## config.mk

```make
export PLATFORM = sky130hd
export DESIGN_NAME = ppm_power_mgmt
export DESIGN_NICKNAME = d
export VERILOG_FILES = /design/src/core/ppm_pkg.sv /design/src/core/ppm_power_mgmt.sv
export SDC_FILE = /design/constraint.sdc
export NUM_CORES = 1
export LEC_CHECK = 0
export ABC_AREA = 1
export BUFFER_PORTS_ARGS = -buffer_cell sky130_fd_sc_hd__buf_2
export CAP_MARGIN = 30
export CORE_MARGIN = 3
export CORE_UTILIZATION = 30
export CTS_BUF_LIST = sky130_fd_sc_hd__clkbuf_8 sky130_fd_sc_hd__clkbuf_16
export DETAILED_ROUTE_END_ITERATION = 8
export PLACE_DENSITY = 0.57
export SLEW_MARGIN = 25
export SYNTH_ARGS = -nofsm -noshare
export SYNTH_HDL_FRONTEND = slang
export SYNTH_SLANG_ARGS = --single-unit
```

## constraint.sdc

```tcl
create_clock -name sys_clk -period 2 [get_ports sys_clk]
set_input_delay 0.4 -clock sys_clk [delete_from_list [all_inputs] [get_ports sys_clk]]
set_output_delay 0.4 -clock sys_clk [all_outputs]
set_load 0.05 [all_outputs]
```

## src/core/ppm_pkg.sv

```systemverilog
// constants and carrier types for the power management capability
package ppm_pkg;

  // config space dword addresses
  localparam logic [7:0] PPM_CAP_OFS = 8'h40;
  localparam logic [7:0] PPM_CSR_OFS = 8'h44;

  // capability header bytes
  localparam logic [7:0] PPM_CAP_ID   = 8'h01;
  localparam logic [7:0] PPM_NEXT_PTR = 8'h00;

  // capabilities word fields
  localparam logic [4:0] PPM_WAKE_STATES = 5'h18;
  localparam logic       PPM_MID_LOW     = 1'b0;
  localparam logic       PPM_MID_HIGH    = 1'b0;
  localparam logic [2:0] PPM_AUX_CURRENT = 3'h7;
  localparam logic       PPM_DSI         = 1'b0;
  localparam logic       PPM_CAP_RSVD    = 1'b0;
  localparam logic       PPM_WAKE_CLK    = 1'b0;
  localparam logic [2:0] PPM_PM_VERSION  = 3'h3;
  localparam logic [15:0] PPM_CAP_WORD = {PPM_WAKE_STATES, PPM_MID_LOW,
    PPM_MID_HIGH, PPM_AUX_CURRENT, PPM_DSI, PPM_CAP_RSVD, PPM_WAKE_CLK,
    PPM_PM_VERSION};

  // control/status bit positions
  localparam int PPM_CSR_PEND_BIT = 15;
  localparam int PPM_CSR_EN_BIT   = 8;
  localparam int PPM_CSR_LVL_LSB  = 0;

  // power level codes
  localparam logic [1:0] PPM_LVL_D0    = 2'h0;
  localparam logic [1:0] PPM_LVL_D1    = 2'h1;
  localparam logic [1:0] PPM_LVL_D2    = 2'h2;
  localparam logic [1:0] PPM_LVL_D3HOT = 2'h3;

  // reset values
  localparam logic [1:0] PPM_LVL_RST  = 2'h0;
  localparam logic       PPM_PEND_RST = 1'b0;
  localparam logic       PPM_EN_RST   = 1'b0;

  // pin synchroniser depth
  localparam int PPM_SYNC_STAGES = 2;

  typedef struct packed {
    logic        req;
    logic        we;
    logic [7:0]  addr;
    logic [3:0]  be;
    logic [31:0] wdata;
  } ppm_cfg_req_s;

  typedef struct packed {
    logic        ack;
    logic [31:0] rdata;
  } ppm_cfg_rsp_s;

  typedef enum {
    PPM_ST_D0_UNINIT,
    PPM_ST_D0_ACTIVE,
    PPM_ST_D3_HOT,
    PPM_ST_D3_COLD
  } ppm_state_e;

endpackage

```

## src/core/ppm_power_mgmt.sv

```systemverilog
// power management capability of a pci target function
`timescale 1ns/1ps

// How it works
// - capabilities bits 15:11 read 11000b, wake only from D3hot and D3cold.
// - capabilities bit 10 reads zero, no D2 state.
// - capabilities bit 9 reads zero, no D1 state.
// - capabilities bits 8:6 read 111b, 375mA auxiliary current.
// - capabilities bit 5 reads zero, no special init after D3.
// - capabilities bit 3 reads zero, wake needs no bus clock.
// - capabilities bits 2:0 read 011b, interface revision 1.2.
// - wake pending bit sets on any wake condition, enabled or not.
// - writing one clears wake pending and stops the wake pin unless a wake condition stands; zero ignored.
// - wake pending survives ordinary resets; only auxiliary reset clears it.
// - wake enable zero means the wake pin is never driven.
// - wake enable survives ordinary resets; only auxiliary reset clears it.
// - data scale and data select fields always read zero.
// - no-soft-reset bit always reads zero.
// - control/status bits 7:4 and 2 always read zero.
// - bits 1:0 hold the last D0 or D3hot power level written by software; D1 and D2 codes are ignored.
// - only D0, D3hot and D3cold are supported.
// - from D3hot a write of the D0 code returns to D0.
// - with only auxiliary power, a wake event drives the wake pin if wake enable is set.
// - uninitialised D0 and active D0 are kept apart.
// - wake request input is the wake event source.
// - a power level indication output is driven for line transceivers.
module ppm_power_mgmt #(
  parameter int SYNC_STAGES = ppm_pkg::PPM_SYNC_STAGES
) (
  // clock and resets
  input  wire logic                 sys_clk,
  input  wire logic                 resetn,
  input  wire logic                 aux_resetn,
  // configuration access
  input  wire ppm_pkg::ppm_cfg_req_s cfg_req,
  output      ppm_pkg::ppm_cfg_rsp_s cfg_rsp_q,
  // pins
  input  wire logic                 wake_request_in,
  input  wire logic                 main_power_ok,
  output      logic                 wake_n_o_q,
  output      logic                 wake_n_oe_q,
  output      logic                 power_level_indicator_out_q,
  // state view
  output      ppm_pkg::ppm_state_e   state_q
);
  import ppm_pkg::*;

  if (SYNC_STAGES < 2) begin : g_bad_sync
    $error("SYNC_STAGES must be at least 2");
  end

  // pin synchronisers
  logic [SYNC_STAGES-1:0] wake_sync_q;
  logic [SYNC_STAGES-1:0] wake_sync_d;
  logic [SYNC_STAGES-1:0] pwr_sync_q;
  logic [SYNC_STAGES-1:0] pwr_sync_d;
  logic                   wake_req_s;
  logic                   main_pwr_s;

  always_comb begin
    wake_sync_d = {wake_sync_q[SYNC_STAGES-2:0], wake_request_in};
    pwr_sync_d  = {pwr_sync_q[SYNC_STAGES-2:0], main_power_ok};
  end

  always_ff @(posedge sys_clk) begin
    if (!aux_resetn) begin
      wake_sync_q <= '0;
      pwr_sync_q  <= '0;
    end else begin
      wake_sync_q <= wake_sync_d;
      pwr_sync_q  <= pwr_sync_d;
    end
  end

  assign wake_req_s = wake_sync_q[SYNC_STAGES-1];
  assign main_pwr_s = pwr_sync_q[SYNC_STAGES-1];

  // decode of a write to the control/status word
  logic       csr_wr;
  logic       wr_lo;
  logic       wr_hi;
  logic [1:0] wr_lvl;

  always_comb begin
    // a request counts only outside ordinary reset
    csr_wr = resetn && cfg_req.req && cfg_req.we &&
             (cfg_req.addr == PPM_CSR_OFS);
    wr_lo  = csr_wr && cfg_req.be[0];
    wr_hi  = csr_wr && cfg_req.be[1];
    wr_lvl = cfg_req.wdata[PPM_CSR_LVL_LSB +: 2];
  end

  // sticky wake bits on auxiliary reset
  logic pend_q;
  logic pend_d;
  logic en_q;
  logic en_d;
  logic wake_cond;

  always_comb begin
    // wake counts in D3hot or when main power is gone
    wake_cond = wake_req_s &&
                (state_q == PPM_ST_D3_HOT || !main_pwr_s);
    pend_d = pend_q;
    if (wr_hi && cfg_req.wdata[PPM_CSR_PEND_BIT]) begin
      pend_d = 1'b0;
    end
    if (wake_cond) begin
      pend_d = 1'b1;
    end
    en_d = en_q;
    if (wr_hi) begin
      en_d = cfg_req.wdata[PPM_CSR_EN_BIT];
    end
  end

  always_ff @(posedge sys_clk) begin
    if (!aux_resetn) begin
      pend_q <= PPM_PEND_RST;
      en_q   <= PPM_EN_RST;
    end else begin
      pend_q <= pend_d;
      en_q   <= en_d;
    end
  end

  // power level field and function state
  logic [1:0] lvl_q;
  logic [1:0] lvl_d;
  ppm_state_e state_d;

  always_comb begin
    lvl_d   = lvl_q;
    state_d = state_q;
    if (wr_lo && (wr_lvl == PPM_LVL_D0 || wr_lvl == PPM_LVL_D3HOT)) begin
      lvl_d = wr_lvl;
    end
    unique case (state_q)
      PPM_ST_D0_UNINIT: begin
        if (cfg_req.req && cfg_req.we) begin
          state_d = PPM_ST_D0_ACTIVE;
        end
      end
      PPM_ST_D0_ACTIVE: begin
        if (lvl_d == PPM_LVL_D3HOT) begin
          state_d = PPM_ST_D3_HOT;
        end
      end
      PPM_ST_D3_HOT: begin
        if (lvl_d == PPM_LVL_D0) begin
          state_d = PPM_ST_D0_ACTIVE;
        end
      end
      PPM_ST_D3_COLD: begin
        state_d = PPM_ST_D3_COLD;
      end
    endcase
    if (!main_pwr_s) begin
      state_d = PPM_ST_D3_COLD;
    end
  end

  always_ff @(posedge sys_clk) begin
    if (!resetn) begin
      lvl_q   <= PPM_LVL_RST;
      state_q <= PPM_ST_D0_UNINIT;
    end else begin
      lvl_q   <= lvl_d;
      state_q <= state_d;
    end
  end

  // read data and pin outputs
  logic [15:0]  csr_word;
  ppm_cfg_rsp_s rsp_d;
  logic         drive_d;
  logic         ind_d;

  always_comb begin
    csr_word = '0;
    csr_word[PPM_CSR_PEND_BIT] = pend_q;
    csr_word[PPM_CSR_EN_BIT]   = en_q;
    csr_word[PPM_CSR_LVL_LSB +: 2] = lvl_q;
    rsp_d.ack   = cfg_req.req;
    rsp_d.rdata = '0;
    if (cfg_req.req && !cfg_req.we) begin
      if (cfg_req.addr == PPM_CAP_OFS) begin
        rsp_d.rdata = {PPM_CAP_WORD, PPM_NEXT_PTR, PPM_CAP_ID};
      end else if (cfg_req.addr == PPM_CSR_OFS) begin
        rsp_d.rdata = {16'h0000, csr_word};
      end
    end
    drive_d = pend_q && en_q;
    ind_d   = (state_d == PPM_ST_D3_HOT) ||
              (state_d == PPM_ST_D3_COLD);
  end

  always_ff @(posedge sys_clk) begin
    if (!resetn) begin
      cfg_rsp_q <= '0;
    end else begin
      cfg_rsp_q <= rsp_d;
    end
  end

  always_ff @(posedge sys_clk) begin
    if (!aux_resetn) begin
      wake_n_o_q                  <= 1'b0;
      wake_n_oe_q                 <= 1'b0;
      power_level_indicator_out_q <= 1'b0;
    end else begin
      wake_n_o_q                  <= 1'b0;
      wake_n_oe_q                 <= drive_d;
      power_level_indicator_out_q <= ind_d;
    end
  end
endmodule // ppm_power_mgmt

```

==> reports/metrics.yaml <==
cp.arrival_ps: 1830
top_layer_used: "met4"
rr_endpoint: "power_level_indicator_out_q"
route.met2.wl_um: 2140
ys_seq_elements: 48
yosys_warnings: 0
sequentialPowerShare: 0.497
cts_resized: 0
ys.flop_type: "dfxtp_1"
die_y_um: 89.9
antenna_left: 0
power.internal_w: 0.00145
fmax_mhz: 631
finalSetupViolCount: 0
yosysTopAreaCell: "dfxtp_1"
final_area_mm2: 0.00253
syn_to_final_growth_pct: 20.1
hold_ws_ps: 289
fin_crit_ps: 1580
io_pins: 119
max_cap_viol_count: 0
grt_overflow: 0
p_clk_frac: 0.385
rows: 29
hp-class: "in -> reg"
p_leak_nw: 1.32
postCtsSetupRepairBufs: 0
slew_violations: 0
io_buffers: 66
r2r-start: "state_q[27]"
synth_top_area_share: 0.456
hold_viol: 0
initial_core_util: 0.321
required_ps: 2240
path_max_fanout: 3
dieArea_mm2: 0.00807
fillers: 711
cts_tree: "built"
synth.distinct_cells: 25
via_per_inst: 4.22
syn-cell-area_mm2: 0.00211
fin_ws_ps: 416
gr-usage-all-layers: 0.116
worstSkewPairLatency_ps: 290
antenna_found_initial: 0
switching_share: 0.257
end_kind: "flip-flop"
rrSetupSlack_ps: 420
dieWidth_um: 89.9
min_from: "wake_request_in"
r2r_cells: 9
grt_pass1_vias: 1671
gp_congestion: 0.718
grt_pass1_wl_um: 7800
drtIter0Drc: 89
pwr-share-comb: 0.118
hold_depth: 3
final-seq-area_um2: 961
dr.pass1.iters: 4
clock_sinks: 48
clk_pin_slew_ps: 80
timing.final.crit_share: 0.792
netlist_top_cells_area: "dfxtp_1 (46%), buf_4 (10%), nor2_1 (8.0%), nand3_1 (7.6%), nand2_1 (6.6%)"
hold_buffers: 0
max-clock-path-buffers: 2
power.density_mw_per_mm2: 770
htree_levels: 2
cts_made_buffers: 5
syn_area_per_cell_um2: 7.53
core_area_mm2: 0.00657
netlist_instances: 280
drive_above_1_share: 0.287
placed_cell_area_mm2: 0.00241
n_antenna_cell: 0
multi_input_area_um2: 831
grt_max_degree: 32
wl_met1_um: 2030
tns_ps: 0
synth_edf_count: 0
cp-start-kind: "flip-flop"
dp_hpwl_um: 3400
instances_no_fill: 434
drt_wl_total_um: 4550
dp_slack_ps: 357
holdPathEnd: "wake_sync_q[0]"
crit_type: "reg -> reg"
synthArstFlopShare: 0
outcome: "finished, final reports clean"
vdd_ir_drop_max_mv: 0.427
clock-root-buffer: "clkbuf_8"
skew_ps: 3.48
rsz0062_at_grt: "false"
nets: 391
dr_wl_met3_um: 340
p_sw_w: 0.000502
wire_per_inst_um: 10.5
ys_seq_area_frac: 0.456
drc: 0
place_inst: 426
vias: 1830
## worst max path at each step
stage / cells past startpoint / to / start
floorplan: 9 / state_q[0] / state_q[0]
global placement: 11 / power_level_indicator_out_q / cfg_req[37]
detailed placement: 11 / power_level_indicator_out_q / cfg_req[37]
CTS: 9 / power_level_indicator_out_q / state_q[27]
global route: 9 / power_level_indicator_out_q / state_q[27]
finish: 9 / power_level_indicator_out_q / state_q[27]
## cells in the final DEF (no fill, tap or decap)
master / synthesis / routed
inv_2: 7 / 7
a21oi_1: 4 / 4
bufinv_16: 0 / 1
nand4_2: 1 / 1
nor2_2: 3 / 3
buf_2: 2 / 66
nand3_2: 2 / 2
nand2_2: 2 / 2
nor2_1: 45 / 45
nand2_1: 37 / 37
o21ai_1: 1 / 1
nor3_1: 6 / 6
nor2_4: 4 / 4
nor3_2: 1 / 1
nor4_1: 12 / 12
o21ai_0: 2 / 2
clkbuf_8: 0 / 7
conb_1: 1 / 22
buf_4: 29 / 3
a21oi_2: 1 / 1
dfxtp_1: 48 / 48
o22ai_1: 1 / 1
nand4_1: 1 / 1
nand3_1: 32 / 32
inv_1: 32 / 32
## layer usage
layer,global-route usage,up-vias
li1,-,948
met1,0.144,821
met2,0.194,56
met3,0.0342,5
met4,0.0344,0
met5,0,-
## synthesized netlist by cell type, types with 3 or more instances
master	instances
inv_1	32
nor2_2	3
clkbuf_1	4
nand3_1	32
nor4_1	12
buf_4	29
nand2_1	37
inv_2	7
nor2_4	4
nor2_1	45
nor3_1	6
a21oi_1	4
dfxtp_1	48
## final cells by class
type	count	area share
multi-input combinational	177	0.328
inverter	39	0.0578
tap	93	0.0459
timing repair buffer	69	0.139
sequential	48	0.379
clock inverter	1	0.0119
clock buffer	7	0.0380
## cells by family (layout without fill, tap and decap cells)
group / count (synthesis) / count (layout) / synth area share
flip-flops: 48 / 48 / 0.456
other: 1 / 22 / 0.00178
AND/OR/NAND/NOR: 146 / 146 / 0.331
AO/OA/AOI/OAI: 9 / 9 / 0.0237
buffers and inverters: 76 / 116 / 0.188
## through the flow
stage                     utilization  total power (W)
after global placement          0.367          0.00122
after CTS                       0.386          0.00198
after global routing            0.386          0.00205
final                           0.386          0.00195
after floorplan                     -          0.00121
after detailed placement        0.367          0.00122
## power groups by stage
stage / logic (W) / clock network (W) / registers [W]
6_report: 0.000229 / 0.000752 / 0.000970
5_1_grt: 0.000247 / 0.000830 / 0.000973
4_1_cts: 0.000229 / 0.000781 / 0.000971
3_5_place_dp: 0.000229 / 0 / 0.000993
2_1_floorplan: 0.000199 / 0 / 0.00101
3_3_place_gp: 0.000228 / 0 / 0.000993
## sequential cells by signal (all words and copies together), names as in the netlist
name	flops
state_q	32
cfg_rsp_q	6
lvl_q	2
pwr_sync_q	2
wake_sync_q	2
en_q	1
pend_q	1
power_level_indicator_out_q	1
wake_n_oe_q	1
## worst max-delay path: stages, from the launching register on
cell and delay, ps:
dfxtp_1 330, nor2_1 100, nand2_1 60, nor2_1 270, nand3_1 170, nor3_1 330
a21oi_1 70, nand3_1 100, nand2_1 60, inv_1 40
No activity file was read; power rests on OpenSTA's default activity.
